`src/scs_pkg.sv`:
```
package scs_pkg;
    // Input and function code widths
    localparam int NUM_INPUTS = 6;
    localparam int FUNC_W = 8;
    localparam int SPEED_W = 16;
    localparam int MODE_W = 4;

    // Function codes assigned to digital inputs
    localparam logic [7:0] FUNC_NONE = 8'h00;
    localparam logic [7:0] FUNC_SERVO_ENABLE = 8'h65;
    localparam logic [7:0] FUNC_ALARM_CLEAR = 8'h66;
    localparam logic [7:0] FUNC_TORQUE_LIMIT = 8'h6D;
    localparam logic [7:0] FUNC_SPEED_SEL0 = 8'h72;
    localparam logic [7:0] FUNC_SPEED_SEL1 = 8'h73;
    localparam logic [7:0] FUNC_EMERGENCY_STOP = 8'h15;
    localparam logic [7:0] FUNC_REVERSE_INHIBIT = 8'h16;
    localparam logic [7:0] FUNC_FORWARD_INHIBIT = 8'h17;

    // Operating mode value selecting speed control
    localparam logic [3:0] MODE_SPEED = 4'h4;
    localparam logic [3:0] MODE_RESET = 4'h0;

    // Speed limits and jog default, in rpm
    localparam logic signed [15:0] SPEED_MAX = 16'sh1388;
    localparam logic signed [15:0] SPEED_MIN = -16'sh1388;
    localparam logic signed [15:0] JOG_SPEED_DEFAULT = 16'sh0014;
    localparam logic signed [15:0] ZERO_SPEED = 16'sh0000;

    // Decoded input functions
    typedef struct packed {
        logic servo_enable;
        logic torque_limit;
        logic speed_sel_bit0;
        logic speed_sel_bit1;
        logic alarm_clear;
        logic emergency_stop;
        logic reverse_inhibit;
        logic forward_inhibit;
    } scs_func_t;

    // Fault flags
    typedef struct packed {
        logic emergency_stop_fault;
        logic reverse_inhibit_fault;
        logic forward_inhibit_fault;
    } scs_fault_t;
endpackage

```
`src/scs_speed_selector.sv`:
```
`timescale 1ns/1ps
// Summary of operation
// - Mode value 4 selects speed control
// - Mode change applies only after restart
// - Codes 114/115 are speed select bits
// - 101 enable, 102 alarm clear, 0 none
// - Inputs 4-6 default inhibit/stop, raise faults; inhibits raise none while jogging
// - Both select bits off gives zero
// - Bit0 only uses preset one, clamp 5000
// - Bit1 only uses preset two
// - Both bits use preset three, signed
// - Level 0 off, level 1 on
// - Alarm cleared by restart or clear input
// - Servo enable input runs the drive
// - Jog speed defaults 20, digit steps
// - Jog up forward, down reverse
// - Jog refused on emergency stop only
module scs_speed_selector (
    // Clock and reset
    input wire logic mclk,
    input wire logic resetn,
    // Digital input pins
    input wire logic [5:0] din_pins,
    // Input function parameters, one code per input
    input wire logic [47:0] input_function_params,
    // Mode and preset speeds
    input wire logic [3:0] operating_mode_param,
    input wire logic signed [15:0] preset_speed_one,
    input wire logic signed [15:0] preset_speed_two,
    input wire logic signed [15:0] preset_speed_three,
    // Keypad jog controls, one-cycle key pulses and held keys
    input wire logic jog_enter,
    input wire logic jog_exit,
    input wire logic jog_inc,
    input wire logic jog_dec,
    input wire logic jog_shift,
    input wire logic jog_up_key,
    input wire logic jog_down_key,
    // Outputs
    output logic speed_ctrl_mode,
    output logic drive_enable,
    output logic torque_limit_active,
    output logic signed [15:0] speed_command,
    output logic [2:0] fault_flags,
    output logic alarm_active,
    output logic jog_active,
    output logic signed [15:0] jog_speed_param
);
    // Pin synchronisers
    logic [5:0] sync1_q, sync1_d, sync2_q, sync2_d;
    // Latched mode and resulting flag
    logic [3:0] mode_q, mode_d;
    logic mode_loaded_q, mode_loaded_d;
    logic speed_mode_q, speed_mode_d;
    // Registered outputs
    logic drive_q, drive_d;
    logic trq_q, trq_d;
    logic signed [15:0] cmd_q, cmd_d;
    scs_pkg::scs_fault_t fault_q, fault_d;
    // Registered alarm summary, so the pin comes from a flop
    logic alarm_q, alarm_d;
    logic jog_q, jog_d;
    logic signed [15:0] jog_spd_q, jog_spd_d;
    logic [15:0] jog_step_q, jog_step_d;
    // Decoded functions
    scs_pkg::scs_func_t func;
    logic [5:0] hit_en, hit_trq, hit_s0, hit_s1, hit_clr, hit_es, hit_rv, hit_fw;

    // Per-input function decode; a high level means on
    genvar gi;
    generate
        for (gi = 0; gi < 6; gi++) begin : g_dec
            logic [7:0] code;
            logic lvl;
            assign code = input_function_params[gi*8 +: 8];
            assign lvl = sync2_q[gi];
            assign hit_en[gi] = lvl && (code == scs_pkg::FUNC_SERVO_ENABLE);
            assign hit_clr[gi] = lvl && (code == scs_pkg::FUNC_ALARM_CLEAR);
            assign hit_trq[gi] = lvl && (code == scs_pkg::FUNC_TORQUE_LIMIT);
            assign hit_s0[gi] = lvl && (code == scs_pkg::FUNC_SPEED_SEL0);
            assign hit_s1[gi] = lvl && (code == scs_pkg::FUNC_SPEED_SEL1);
            assign hit_es[gi] = lvl && (code == scs_pkg::FUNC_EMERGENCY_STOP);
            assign hit_rv[gi] = lvl && (code == scs_pkg::FUNC_REVERSE_INHIBIT);
            assign hit_fw[gi] = lvl && (code == scs_pkg::FUNC_FORWARD_INHIBIT);
        end
    endgenerate

    // Collapse per-input hits into functions
    always_comb begin
        func.servo_enable = |hit_en;
        func.torque_limit = |hit_trq;
        func.speed_sel_bit0 = |hit_s0;
        func.speed_sel_bit1 = |hit_s1;
        func.alarm_clear = |hit_clr;
        func.emergency_stop = |hit_es;
        func.reverse_inhibit = |hit_rv;
        func.forward_inhibit = |hit_fw;
    end

    // Next-state logic
    always_comb begin
        // Two-stage synchroniser on the pins
        sync1_d = din_pins;
        sync2_d = sync1_q;
        // Mode is captured once after reset release only
        mode_loaded_d = 1'b1;
        mode_d = mode_loaded_q ? mode_q : operating_mode_param;
        // Speed mode flag follows the latched value one cycle later
        speed_mode_d = mode_loaded_q && (mode_q == scs_pkg::MODE_SPEED);
        // Drive runs with servo enable or while jogging
        drive_d = func.servo_enable || jog_q;
        // Torque limit follows its input
        trq_d = func.torque_limit;
        // Preset speed selection; all four codes are legal
        unique case ({func.speed_sel_bit1, func.speed_sel_bit0})
            2'b00: cmd_d = scs_pkg::ZERO_SPEED;
            2'b01: cmd_d = preset_speed_one;
            2'b10: cmd_d = preset_speed_two;
            2'b11: cmd_d = preset_speed_three;
        endcase
        // Clamp to the signed preset range
        if (cmd_d > scs_pkg::SPEED_MAX) begin
            cmd_d = scs_pkg::SPEED_MAX;
        end else if (cmd_d < scs_pkg::SPEED_MIN) begin
            cmd_d = scs_pkg::SPEED_MIN;
        end
        // Outside speed mode or with the servo off, no preset command; jogging sets the command below
        if (!speed_mode_q || !func.servo_enable) begin
            cmd_d = scs_pkg::ZERO_SPEED;
        end
        // Faults: sticky, the set wins over the clear
        fault_d = fault_q;
        // Alarm clear wipes every flag, then new sets win
        if (func.alarm_clear) begin
            fault_d = '0;
        end
        if (func.emergency_stop) fault_d.emergency_stop_fault = 1'b1;
        // Inhibits raise no fault while jogging
        if (func.reverse_inhibit && !jog_q) fault_d.reverse_inhibit_fault = 1'b1;
        if (func.forward_inhibit && !jog_q) fault_d.forward_inhibit_fault = 1'b1;
        // Alarm summary follows the next fault state
        alarm_d = |fault_d;
        // Jog mode entry and exit; entry refused while a stop is active or latched
        jog_d = jog_q;
        jog_spd_d = jog_spd_q;
        jog_step_d = jog_step_q;
        if (!jog_q && jog_enter && !fault_q.emergency_stop_fault && !func.emergency_stop) begin
            jog_d = 1'b1;
            jog_spd_d = scs_pkg::JOG_SPEED_DEFAULT;
            jog_step_d = 16'h0001;
        end else if (jog_q) begin
            // Leave on the exit key or on an emergency stop
            if (jog_exit || func.emergency_stop) begin
                jog_d = 1'b0;
            end
            // Shift moves the edited digit up one decade, wrapping from 1000 back to 1
            if (jog_shift) begin
                jog_step_d = (jog_step_q >= 16'h03E8) ? 16'h0001 : 16'(jog_step_q * 16'h000A);
            end
            // Step the speed, kept between one and the limit
            if (jog_inc && (jog_spd_q <= scs_pkg::SPEED_MAX - $signed(jog_step_q))) begin
                jog_spd_d = jog_spd_q + $signed(jog_step_q);
            end else if (jog_dec && (jog_spd_q > $signed(jog_step_q))) begin
                jog_spd_d = jog_spd_q - $signed(jog_step_q);
            end
            // Held keys drive forward or reverse at jog speed
            if (jog_up_key && !jog_down_key) begin
                cmd_d = jog_spd_q;
            end else if (jog_down_key && !jog_up_key) begin
                cmd_d = -jog_spd_q;
            end else begin
                cmd_d = scs_pkg::ZERO_SPEED;
            end
        end
    end

    // State registers
    always_ff @(posedge mclk or negedge resetn) begin
        if (!resetn) begin
            // Reset values; the jog speed starts at its default
            sync1_q <= '0;
            sync2_q <= '0;
            mode_q <= scs_pkg::MODE_RESET;
            mode_loaded_q <= 1'b0;
            speed_mode_q <= 1'b0;
            drive_q <= 1'b0;
            trq_q <= 1'b0;
            cmd_q <= scs_pkg::ZERO_SPEED;
            fault_q <= '0;
            jog_q <= 1'b0;
            jog_spd_q <= scs_pkg::JOG_SPEED_DEFAULT;
            jog_step_q <= 16'h0001;
            alarm_q <= 1'b0;
        end else begin
            // Take the next values
            sync1_q <= sync1_d;
            sync2_q <= sync2_d;
            mode_q <= mode_d;
            mode_loaded_q <= mode_loaded_d;
            speed_mode_q <= speed_mode_d;
            drive_q <= drive_d;
            trq_q <= trq_d;
            cmd_q <= cmd_d;
            fault_q <= fault_d;
            jog_q <= jog_d;
            jog_spd_q <= jog_spd_d;
            jog_step_q <= jog_step_d;
            alarm_q <= alarm_d;
        end
    end

    // Outputs straight from flops
    assign speed_ctrl_mode = speed_mode_q;
    assign drive_enable = drive_q;
    assign torque_limit_active = trq_q;
    assign speed_command = cmd_q;
    assign fault_flags = fault_q;
    assign alarm_active = alarm_q;
    assign jog_active = jog_q;
    assign jog_speed_param = jog_spd_q;
endmodule // scs_speed_selector

```
`config.mk`:
```
export PLATFORM = sky130hd
export DESIGN_NAME = scs_speed_selector
export DESIGN_NICKNAME = d
export VERILOG_FILES = /design/src/scs_pkg.sv /design/src/scs_speed_selector.sv
export SDC_FILE = /design/constraint.sdc
export NUM_CORES = 1
export LEC_CHECK = 0
export ABC_AREA = 1
export ABC_CLOCK_PERIOD_IN_PS = 7800
export BUFFER_PORTS_ARGS = -buffer_cell sky130_fd_sc_hd__buf_2
export CORE_ASPECT_RATIO = 1.1
export CORE_MARGIN = 2
export CORE_UTILIZATION = 50
export CTS_CLUSTER_DIAMETER = 120
export DETAILED_ROUTE_END_ITERATION = 10
export PLACE_DENSITY = 0.81
export SLEW_MARGIN = 5
export SYNTH_ARGS = -nofsm -noshare
export SYNTH_HDL_FRONTEND = slang
export SYNTH_SLANG_ARGS = --single-unit
```
`constraint.sdc`:
```
create_clock -name mclk -period 7.8 [get_ports mclk]
set_input_delay 1.95 -clock mclk [delete_from_list [all_inputs] [get_ports mclk]]
set_output_delay 1.95 -clock mclk [all_outputs]
set_load 0.02 [all_outputs]
```
## After elaboration in Yosys (flattened, before gate mapping)

Index checks and enable logic that the tools add are counted.

- Memory bits (writable): 0
- Latch bits: 0
- Word-level logic and storage cells: 183
- Bits in read-only memories: 0
- Memories: 0
- Bits in registers: 73
- Output and inout port bits: 40
- Input port bits: 115

- Multipliers: 1
- Shift operators: 0
- Div/mod/pow operators: 0
- Muxes and demuxes: 23
- $lt $le $gt $ge: 5
- Add/sub/neg operators: 4
- Eq/ne operators: 52
- Reduce and logical (&&, ||, !) cells: 83
- Bitwise operators: 0

Operators with widths:

| cell | count |
|---|---|
| 8-bit by 7-bit equality test with 1-bit output (second input constant) | 30 |
| 16-bit two-way mux | 15 |
| 8-bit by 5-bit equality test with 1-bit output (second input constant) | 18 |
| 16-bit case mux with 4 select lines | 1 |
| 1-bit logical AND | 58 |
| 6-bit OR reduction | 8 |
| 16-bit adder | 1 |
| 16-bit by 10-bit greater-or-equal comparator with 1-bit output (second input constant) | 1 |
| 16-bit by 14-bit greater-than comparator with 1-bit output (second input constant) | 1 |
| 16-bit greater-than comparator | 1 |
| 16-bit less-or-equal comparator | 1 |
| 16-bit by 14-bit less-than comparator with 1-bit output (second input constant) | 1 |
| 16-bit by 3-bit multiplier with 15-bit output (second input constant) | 1 |
| 16-bit negator | 1 |
| 14-bit by 16-bit subtractor with 16-bit output (first input constant) | 1 |
| 16-bit subtractor | 1 |
| 1-bit zero test | 7 |
| 1-bit two-way mux | 6 |
| 2-bit equality test (second input constant) | 2 |
| 4-bit by 3-bit equality test with 1-bit output (second input constant) | 1 |
| 2-bit AND reduction | 2 |
| 2-bit nonzero test | 2 |
| 1-bit logical OR | 3 |
| 3-bit two-way mux | 1 |
| other kinds (4) | 4 |

## Logic depth before layout (Yosys ltp)

Gate-level depths: netlist of run 1.

- Depth in word-level cells: 11
- Depth in mapped cells: 24
- Mapped depth without buffers: 23

## Worst setup path after synthesis of run 1

No wires, ideal clock.

- Path type: input to register
- From: input input_function_params[19]
- To: register cmd_q[12], in the netlist speed_command[12]
- Stages: 20
- Setup slack: 3.675 ns
- Setup time: 0.126 ns
- Arrival time: 3.999 ns
- Required time: 7.674 ns
- Buffers on the path: 2
- Cell sequence: inv_1 nand2_1 nor2_1 nand3_1 nand3_2 inv_1 nand2_4 buf_6 nand3_1 nand3_1 nand4_1 nand3_1 nand3_1 nand2_1 nand2_1 ha_1 buf_1 nor2_1 a21oi_1 nand2_1

- Word-level cells in the longest chain between the ends: 11

RTL lines:

| what | line | text |
|---|---|---|
| from (decl) | scs_speed_selector.sv:25 | `input wire logic [47:0] input_function_params,` |
| 8-bit by 7-bit equality test with 1-bit output (on tied branches) | scs_speed_selector.sv:80, scs_speed_selector.sv:81 |  |
| 1-bit logical AND (on tied branches) | scs_speed_selector.sv:80, scs_speed_selector.sv:81 |  |
| 6-bit OR reduction (on tied branches) | scs_speed_selector.sv:92, scs_speed_selector.sv:93 |  |
| 2-bit equality test (tied with other cells) | scs_speed_selector.sv:115 | `unique case ({func.speed_sel_bit1, func.speed_sel_bit0})` |
| 16-bit case mux with 4 select lines | scs_speed_selector.sv:115 |  |
| 16-bit by 14-bit less-than comparator with 1-bit output | scs_speed_selector.sv:124 | `end else if (cmd_d < scs_pkg::SPEED_MIN) begin` |
| 16-bit two-way mux | scs_speed_selector.sv:124 |  |
| 16-bit two-way mux | scs_speed_selector.sv:122 | `if (cmd_d > scs_pkg::SPEED_MAX) begin` |
| 16-bit two-way mux | scs_speed_selector.sv:128 | `if (!speed_mode_q \|\| !func.servo_enable) begin` |
| 16-bit two-way mux | scs_speed_selector.sv:151 | `end else if (jog_q) begin` |
| 16-bit two-way mux (*) | scs_speed_selector.sv:147 | `if (!jog_q && jog_enter && !fault_q.emergency_stop_fault && !func.emergency_stop) begin` |
| named net cmd_d[12] | scs_speed_selector.sv:58 | `logic signed [15:0] cmd_q, cmd_d;` |
| to (signal assigned) | scs_speed_selector.sv:188 | `cmd_q <= scs_pkg::ZERO_SPEED;` |
| to (signal assigned) | scs_speed_selector.sv:203 | `cmd_q <= cmd_d;` |
| to (decl) | scs_speed_selector.sv:58 |  |

Mark *: on every way through the listed nets, which the timed path passes. The rest lies on a longest branch.
A chain may end at the register's enable or synchronous reset.

## Final worst setup path of run 1

- From: register jog_step_q[1]
- To: register jog_spd_q[5], in the netlist jog_speed_param[5]

- Word-level cells in the longest chain between the ends: 6

RTL lines:

| what | line | text |
|---|---|---|
| from (decl) | scs_speed_selector.sv:64 | `logic [15:0] jog_step_q, jog_step_d;` |
| from (signal assigned) | scs_speed_selector.sv:207 | `jog_step_q <= jog_step_d;` |
| 14-bit by 16-bit subtractor with 16-bit output | scs_speed_selector.sv:161 | `if (jog_inc && (jog_spd_q <= scs_pkg::SPEED_MAX - $signed(jog_step_q))) begin` |
| 16-bit less-or-equal comparator | scs_speed_selector.sv:161 |  |
| 1-bit logical AND | scs_speed_selector.sv:161 |  |
| 16-bit two-way mux | scs_speed_selector.sv:161 |  |
| 16-bit two-way mux | scs_speed_selector.sv:151 |  |
| 16-bit two-way mux | scs_speed_selector.sv:147 |  |
| to (signal assigned) | scs_speed_selector.sv:191 | `jog_spd_q <= scs_pkg::JOG_SPEED_DEFAULT;` |
| to (signal assigned) | scs_speed_selector.sv:206 | `jog_spd_q <= jog_spd_d;` |
| to (decl) | scs_speed_selector.sv:63 | `logic signed [15:0] jog_spd_q, jog_spd_d;` |

Several ways; a longest one is shown, not always the timed one. The select of a mux whose other input is x is not followed.

==> summary.md, run 1 <==
| Metric | Value |
|---|---|
| Status | `finished, final reports clean` |
| Flop and latch count out of synthesis | `73` |
| Max cap viols | `0` |
| Core Rows | `46` |
| Fill cell count | `1404` |
| Setup bufs post-CTS | `0` |
| Share of cells above drive strength 1 | `~16%` |
| Port bufs | `154` |
| Max Freq | `219 MHz` |
| Final Setup Violations | `0` |
| Initial Util | `roughly half` |
| RSZ-0062 raised after global routing | `false` |
| Maximum vdd drop | `0.211 mV` |
| PwrDens | `about 360 nW/um^2` |
| Worst Hold Launch | `sync1_q[5]` |
| Most frequent cells in the layout | `nand2_1, buf_2, inv_1, nor2_1, nand3_1` |
| First-pass GRT wire length | `35900 um` |
| Post-synthesis sequential area ratio | `between 20% and 30%` |
| IO Pins | `155` |
| Dominant synthesized flop cell | `dfrtp_1` |
| Vias/cell | `5.45` |
| HP Class | `flop to flop` |
| Cells resized by post-CTS repair | `0` |
| Slew headroom | `37.1%` |
| Syn Inst Count | `1119` |
| CTS tree | `yes` |
| Post-DP HPWL | `18100 um` |
| WL per Instance | `15.2 um` |
| Crit Reg-Reg Endpoint | `jog_speed_param[5]` |
| Leakage power | `between 4 and 5 nW` |
| Syn_nets | `1309` |
| R2r setup slk | `3.24 ns` |
| Dominant cell type by area after synthesis | `dfrtp_1` |
| Routability cong. | `0.992` |
| Hold slack | `0.343 ns` |
| Syn avg cell area | `roughly 6.7 um^2` |
| CTS Root Cell | `clkbuf_16` |
| Period minus WS final | `4.56 ns` |
| Setup Skew | `~0.0084 ns` |
| CTS Sinks | `73` |
| CP Launch Type | `flop` |
| # nets final | `1449` |
| DRT Wirelength | `22200 um` |
| Max Slew Vio Count | `0` |
| Total grt overflow | `0` |
| Critical Path AT | `4.79 ns` |
| Clock-pin slew on the worst setup and hold paths | `around 0.06 ns` |
| R2R Path Start | `jog_step_q[1]` |
| Vias | `~8000` |
| Hold Buf Count CTS | `0` |
| Worst endpoint required time | `8.03 ns` |
| Top post-synthesis cells by area | `dfrtp_1, nand2_1, ha_1, inv_1, nand3_1` |
| Reg area | `1830 um^2` |
| Fin. Hold Viols | `0` |
| Multi-input logic area | `4940 um^2` |
| Drt pass-1 iters | `6` |
| Worst-margin pin slew | `0.943 ns` |
| Vias in the first global route | `7708` |
| DIE AREA | `15900 um^2` |
| Hold path cells | `0` |
| Clk_lat worst skew | `between 0.3 and 0.4 ns` |
| Post-synth cell types | `51` |
| H-tree depth | `3` |
| Total CTS buffers | `9` |
| Die X | `121 um` |
| Commonest non-fill, non-tap cell in the layout | `nand2_1` |
| CP Capture Type | `flop` |
| Initial antenna violation count | `1` |
| Largest net degree at the start of global routing | `74` |
| Synthesized cell area | `7470 um^2` |
| Hold endpoint | `sync2_q[5]` |
| Share of the synthesized area in the top cell type | `23.4%` |
| Async set-or-reset flop fraction in the synthesized netlist | `100%` |
| Syn-to-layout area delta | `15.8%` |
| Core area | `14500 um^2` |
| Antenna Violating Nets Remaining | `0` |
| # DRC | `0` |
| CTS max path bufs | `2` |
| Number of synthesized flops with an enable pin | `0` |
| Crit path kind | `flop to flop` |
| Synth warn | `0` |
| Vert. Die Dim | `132 um` |
| Total global-route track usage | `27.7%` |
| First DRT Iteration DRCs | `713` |
| Worst reg2reg path depth | `22` |
| Setup_tns | `0 ns` |
| CP max FO | `18` |
| Tcrit/Tclk final | `58.5%` |
-- final cells by class --
type,instances,share of cell area (%)
repair buffers,154,8.94
diodes,1,0.0289
clock inverters,4,0.593
flip-flops and latches,73,21.2
inverters,149,6.46
clock buffers,12,2.96
well taps,192,2.78
multi-input cells,872,57.1
-- worst max-delay path, stage by stage, from the launching register on --
cell	delay, ns
dfrtp_1	0.45
nor3_1	0.30
nor2_1	0.08
nor2_1	0.16
nand2_1	0.15
nand2_1	0.12
nand2_1	0.07
nand2_1	0.10
nand3_1	0.09
xor2_1	0.16
ha_1	0.40
nand4_1	0.16
nor3_1	0.26
nand2_1	0.12
a21oi_1	0.12
nand3b_1	0.11
nand2_1	0.38
nand2_1	0.29
nand2_1	0.14
nand2_1	0.38
inv_1	0.24
nand2_1	0.11
nand2_1	0.05
-- worst max path at each step --
stage	from	endpoint	slack, ns	depth (start not counted)
floorplan	input_function_params[19]	speed_command[12]	3.67	20
global placement	input_function_params[7]	speed_command[0]	3.19	24
detailed placement	input_function_params[7]	speed_command[0]	3.14	24
CTS	jog_step_q[0]	jog_speed_param[5]	3.26	22
global route	jog_step_q[1]	jog_speed_param[9]	2.75	22
finish	jog_step_q[1]	jog_speed_param[5]	3.24	22
-- per-stage QoR --
step	util, %	std cells	setup slack (ns)	area, um^2	power (W)
2_1_floorplan	-	1119	3.67	7470	0.00217
3_3_place_gp	57.5	1440	3.19	8340	0.00265
3_5_place_dp	57.5	1440	3.14	8340	0.00268
4_1_cts	59.6	1456	3.26	8650	0.00313
5_1_grt	59.7	1457	2.75	8650	0.00345
6_report	59.7	1457	3.24	8650	0.00314
-- kinds of logic after synthesis --
family,count (synthesis),share of synthesized area [%]
AOI/OAI and AO/OA,171,13.2
xor gates and xnor gates,43,5.04
adders and majority gates,75,12.9
buffers and inverters,174,9.41
DFF,73,24.5
muxes,3,0.452
other,1,0.0502
and+or+nand+nor,579,34.5
-- routing by layer --
| metal | wire length [um] | track usage [%] | part of all wire [%] |
|---|---|---|---|
| met2 | 10700 | 48.8 | 48 |
| met5 | 0 | 0 | 0 |
| met4 | 880 | 12.5 | 4.0 |
| met1 | 9220 | 33.1 | 42 |
| met3 | 1410 | 3.94 | 6.3 |
-- sequential cells by signal, summed over array words and instances, names as in the netlist --
| register | cells |
|---|---|
| torque_limit_active | 1 |
| mode_loaded_q | 1 |
| fault_flags | 3 |
| drive_enable | 1 |
| alarm_active | 1 |
| sync2_q | 6 |
| mode_q | 4 |
| sync1_q | 6 |
| jog_step_q | 16 |
| speed_ctrl_mode | 1 |
| jog_active | 1 |
| jog_speed_param | 16 |
| speed_command | 16 |
-- where the power goes --
| part | total [W] | switching [W] | internal, W |
|---|---|---|---|
| clock | 0.000433 | 0.000167 | 0.000265 |
| sequential | 0.000637 | 0.000159 | 0.000478 |
| combinational | 0.00207 | 0.00134 | 0.000733 |
-- cell usage after synthesis, drive strengths merged, types with 3 or more instances --
master	instances
nand2	278
inv	148
nor2	121
nand3	116
ha	72
dfrtp	70
a21oi	63
o21ai	54
xor2	39
nor3	24
nand4	15
nor4	14
buf	13
o22ai	13
clkbuf	12
a31oi	10
nand3b	8
o21bai	6
o31ai	5
xnor2	4
a221oi	3
dfstp	3
fa	3
mux2	3
o211ai	3
o41ai	3
Note: power is estimated with default switching activity, not from simulation.
==> run 2, diff against run 1 <==
--- a/config.mk
+++ b/config.mk
@@ -5,15 +5,15 @@
 export SDC_FILE = /design/constraint.sdc
 export NUM_CORES = 1
 export LEC_CHECK = 0
-export ABC_AREA = 1
-export ABC_CLOCK_PERIOD_IN_PS = 7800
+export ABC_AREA = 0
+export ABC_CLOCK_PERIOD_IN_PS = 4080
 export BUFFER_PORTS_ARGS = -buffer_cell sky130_fd_sc_hd__buf_2
 export CORE_ASPECT_RATIO = 1.1
 export CORE_MARGIN = 2
 export CORE_UTILIZATION = 50
 export CTS_CLUSTER_DIAMETER = 120
 export DETAILED_ROUTE_END_ITERATION = 10
-export PLACE_DENSITY = 0.81
+export PLACE_DENSITY = 0.84
 export SLEW_MARGIN = 5
 export SYNTH_ARGS = -nofsm -noshare
 export SYNTH_HDL_FRONTEND = slang
==> constraint.sdc (replaced) <==
create_clock -name mclk -period 4.08 [get_ports mclk]
set_input_delay 1.02 -clock mclk [delete_from_list [all_inputs] [get_ports mclk]]
set_output_delay 1.02 -clock mclk [all_outputs]
set_load 0.02 [all_outputs]
==> summary.md, run 2 <==
| Metric | Value |
|---|---|
| Status | `finished, final reports clean` |
| Clock-pin slew on the worst setup and hold paths | `0.06 ns` |
| Net Sw Frac | `46.3%` |
| CTS max path bufs | `2` |
| Cells resized by post-CTS repair | `0` |
| DIE AREA | `15200 um^2` |
| First-pass GRT wire length | `approximately 34000 um` |
| Leakage power | `4.13 nW` |
| Setup_tns | `0 ns` |
| Commonest non-fill, non-tap cell in the layout | `buf_2` |
| Syn_nets | `1050` |
| Worst reg2reg path depth | `14` |
| Crit-path max cell delay | `0.53 ns` |
| Busiest grt layer | `met2` |
| IO Pins | `approximately 160` |
| Slowest CP cell | `dfstp_2` |
| Most frequent cells in the layout | `buf_2, nand2_1, ha_1, dfrtp_1, nor2_1` |
| Clk_lat worst skew | `0.34 ns` |
| CP bufs+invs | `2` |
| Core area | `13900 um^2` |
| Total grt overflow | `0` |
| Async set-or-reset flop fraction in the synthesized netlist | `100%` |
| Vias in the first global route | `7191` |
| # DRC | `0` |
| Gate power share | `64.1%` |
| Crit path kind | `flop to flop` |
| M3 GR Usage | `roughly 3.9%` |
| Dominant synthesized flop cell | `dfrtp_1` |
| Dominant cell type by area after synthesis | `dfrtp_1` |
| Number of synthesized flops with an enable pin | `0` |
| CTS Root Cell | `clkbuf_16` |
| WL per Instance | `between 15 and 20 um` |
| Clk network pwr share | `between 15 and 20%` |
| Max Freq | `approximately 260 MHz` |
| Vias | `7366` |
| GR Util met1 | `33.5%` |
| CTS Sinks | `73` |
| Max cap viols | `0` |
| Syn Inst Count | `860` |
| Post-synthesis sequential area ratio | `25.7%` |
| CP delay by family, top | `compound AO/OA/AOI/OAI gates` |
| Setup bufs post-CTS | `0` |
| Inserted Diodes | `0` |
| Reg area | `approximately 1800 um^2` |
| Fin. Hold Viols | `0` |
| Share of cells above drive strength 1 | `around a quarter` |
| Setup Skew | `0.00903 ns` |
| Die X | `118 um` |
| Total CTS buffers | `9` |
| Hold endpoint | `sync2_q[2]` |
| Synth warn | `0` |
| Share of the synthesized area in the top cell type | `about a quarter` |
| Largest net degree at the start of global routing | `74` |
| R2R Path Start | `jog_step_q[0]` |
| Initial antenna violation count | `0` |
| Final Setup Violations | `0` |
| Worst setup margin | `0.225 ns` |
| Worst-margin pin slew | `0.950 ns` |
| Multi-input logic area | `4970 um^2` |
| M2 GR Usage | `just under 50%` |
| CTS tree | `yes` |
| Hold Buf Count CTS | `0` |
| Flop pwr share | `20.8%` |
| Slew headroom | `36.4%` |
| Synthesized cell area | `7140 um^2` |
| Period minus WS final | `3.86 ns` |
| Critical Path, Cell by Cell | `inv_1, a31oi_1, nor4_1, buf_4, xnor2_1, ha_1, a2111oi_0, o221ai_1, a311oi_1, mux2i_1, or2_4, mux2_2, xor2_1, o21ai_0` |
| Hold path cells | `0` |
| Crit Reg-Reg Endpoint | `jog_speed_param[4]` |
| HP Class | `flop to flop` |
| CP max FO | `7` |
| Top post-synthesis cells by area | `dfrtp_1, ha_1, nand2_1, xnor2_1, a21oi_1` |
| Hold slack | `~0.34 ns` |
| Fill cell count | `1260` |
| PwrDens | `665 nW/um^2` |
| Core Rows | `45` |
| Syn-to-layout area delta | `20.6%` |
| Drt pass-1 iters | `6` |
| H-tree depth | `3` |
| DRT Wirelength | `between 20000 and 25000 um` |
| Flop and latch count out of synthesis | `73` |
| Port bufs | `around 150` |
| Switch Pwr | `0.00265 W` |
| # nets final | `1217` |
| Vias/cell | `6.04` |
| Initial Util | `51.5%` |
| CP Launch Type | `flop` |
| First DRT Iteration DRCs | `727` |
| Critical Path AT | `4.09 ns` |
| Worst Hold Launch | `sync1_q[2]` |
| Worst endpoint required time | `between 4 and 5 ns` |
| Most numerous cell in the Yosys netlist | `nand2_1` |
| Post-DP HPWL | `16800 um` |
| Tcrit/Tclk final | `94.5%` |
| Internal Pwr Total | `between 0.003 and 0.004 W` |
| Place WS | `0.111 ns` |
| Max Slew Vio Count | `0` |
| Antenna Violating Nets Remaining | `0` |
| Synth top cells by count | `nand2_1, ha_1, dfrtp_1, nor2_1, a21oi_1` |
| Post-synth cell types | `87` |
| R2r setup slk | `0.22 ns` |
| Syn avg cell area | `8.30 um^2` |
| RSZ-0062 raised after global routing | `false` |
| Maximum vdd drop | `0.429 mV` |
| Routability cong. | `0.941` |
| CP Capture Type | `flop` |
| Total global-route track usage | `27.4%` |
| Vert. Die Dim | `between 100 and 150 um` |
==> run 2: cell types whose count changed after synthesis, moves of 14 or more <==
cell	change
mux2i_1	+18
nor2_1	-56
nand3_1	-82
inv_1	-93
xor2_1	-20
nor3_1	+16
xnor2_1	+27
nand2_1	-191
a22o_1	+14
nand2b_1	+18
nor2b_1	+14
==> run 2: power groups by stage <==
stage / logic [W] / registers, W / clock network [W]
after CTS: 0.00360 / 0.00118 / 0.000869
after global placement: 0.00346 / 0.00118 / 0
after global routing: 0.00407 / 0.00122 / 0.000895
after floorplan: 0.00259 / 0.00123 / 0
final: 0.00367 / 0.00119 / 0.000864
after detailed placement: 0.00356 / 0.00119 / 0
==> run 2: kinds of logic (layout without fill, tap and decap cells) <==
family,Yosys count,count (layout),share of synthesized area [%]
XOR/XNOR,50,50,6.14
other,1,1,0.0526
AO/OA/AOI/OAI,237,237,22.6
multiplexers,24,24,3.47
AND/OR/NAND/NOR,316,316,23.6
buffers and inverters,84,256,5.00
adder cells (fa/ha/maj),75,75,13.5
flip-flops,73,73,25.7
==> run 2: area by class of cell <==
type	instances	share of cell area (%)
repair buffers	187	12.2
clock buffers	10	2.66
clock inverters	6	1.08
multi-input cells	703	57.8
well taps	188	2.73
flip-flops and latches	73	21.3
inverters	53	2.31
==> run 2: worst max path at each step <==
| stage | slack, ns | start | depth (start not counted) | endpoint |
|---|---|---|---|---|
| 2_1_floorplan | 0.03 | input_function_params[11] | 15 | speed_command[0] |
| 5_1_grt | 0.0007 | jog_step_q[2] | 18 | jog_speed_param[3] |
| 3_3_place_gp | 0.17 | input_function_params[3] | 14 | speed_command[13] |
| 4_1_cts | 0.10 | jog_step_q[1] | 17 | jog_speed_param[4] |
| 6_report | 0.22 | jog_step_q[0] | 14 | jog_speed_param[4] |
| 3_5_place_dp | 0.11 | jog_step_q[1] | 18 | jog_speed_param[11] |
==> run 2: layer usage <==
| metal | share of wire (%) | routed length [um] |
|---|---|---|
| met2 | 49 | 10300 |
| met3 | 7.2 | 1520 |
| met4 | 3.4 | 718 |
| met5 | 0 | 0 |
| met1 | 41 | 8650 |
==> run 2: stage by stage <==
stage	cells	area (um^2)	power [W]	util, %
final	1220	8600	0.00572	62.1
after detailed placement	1204	8260	0.00476	59.6
after global routing	1220	8600	0.00618	62.1
after global placement	1204	8260	0.00464	59.6
after CTS	1220	8580	0.00565	62.0
after floorplan	860	7140	0.00382	-
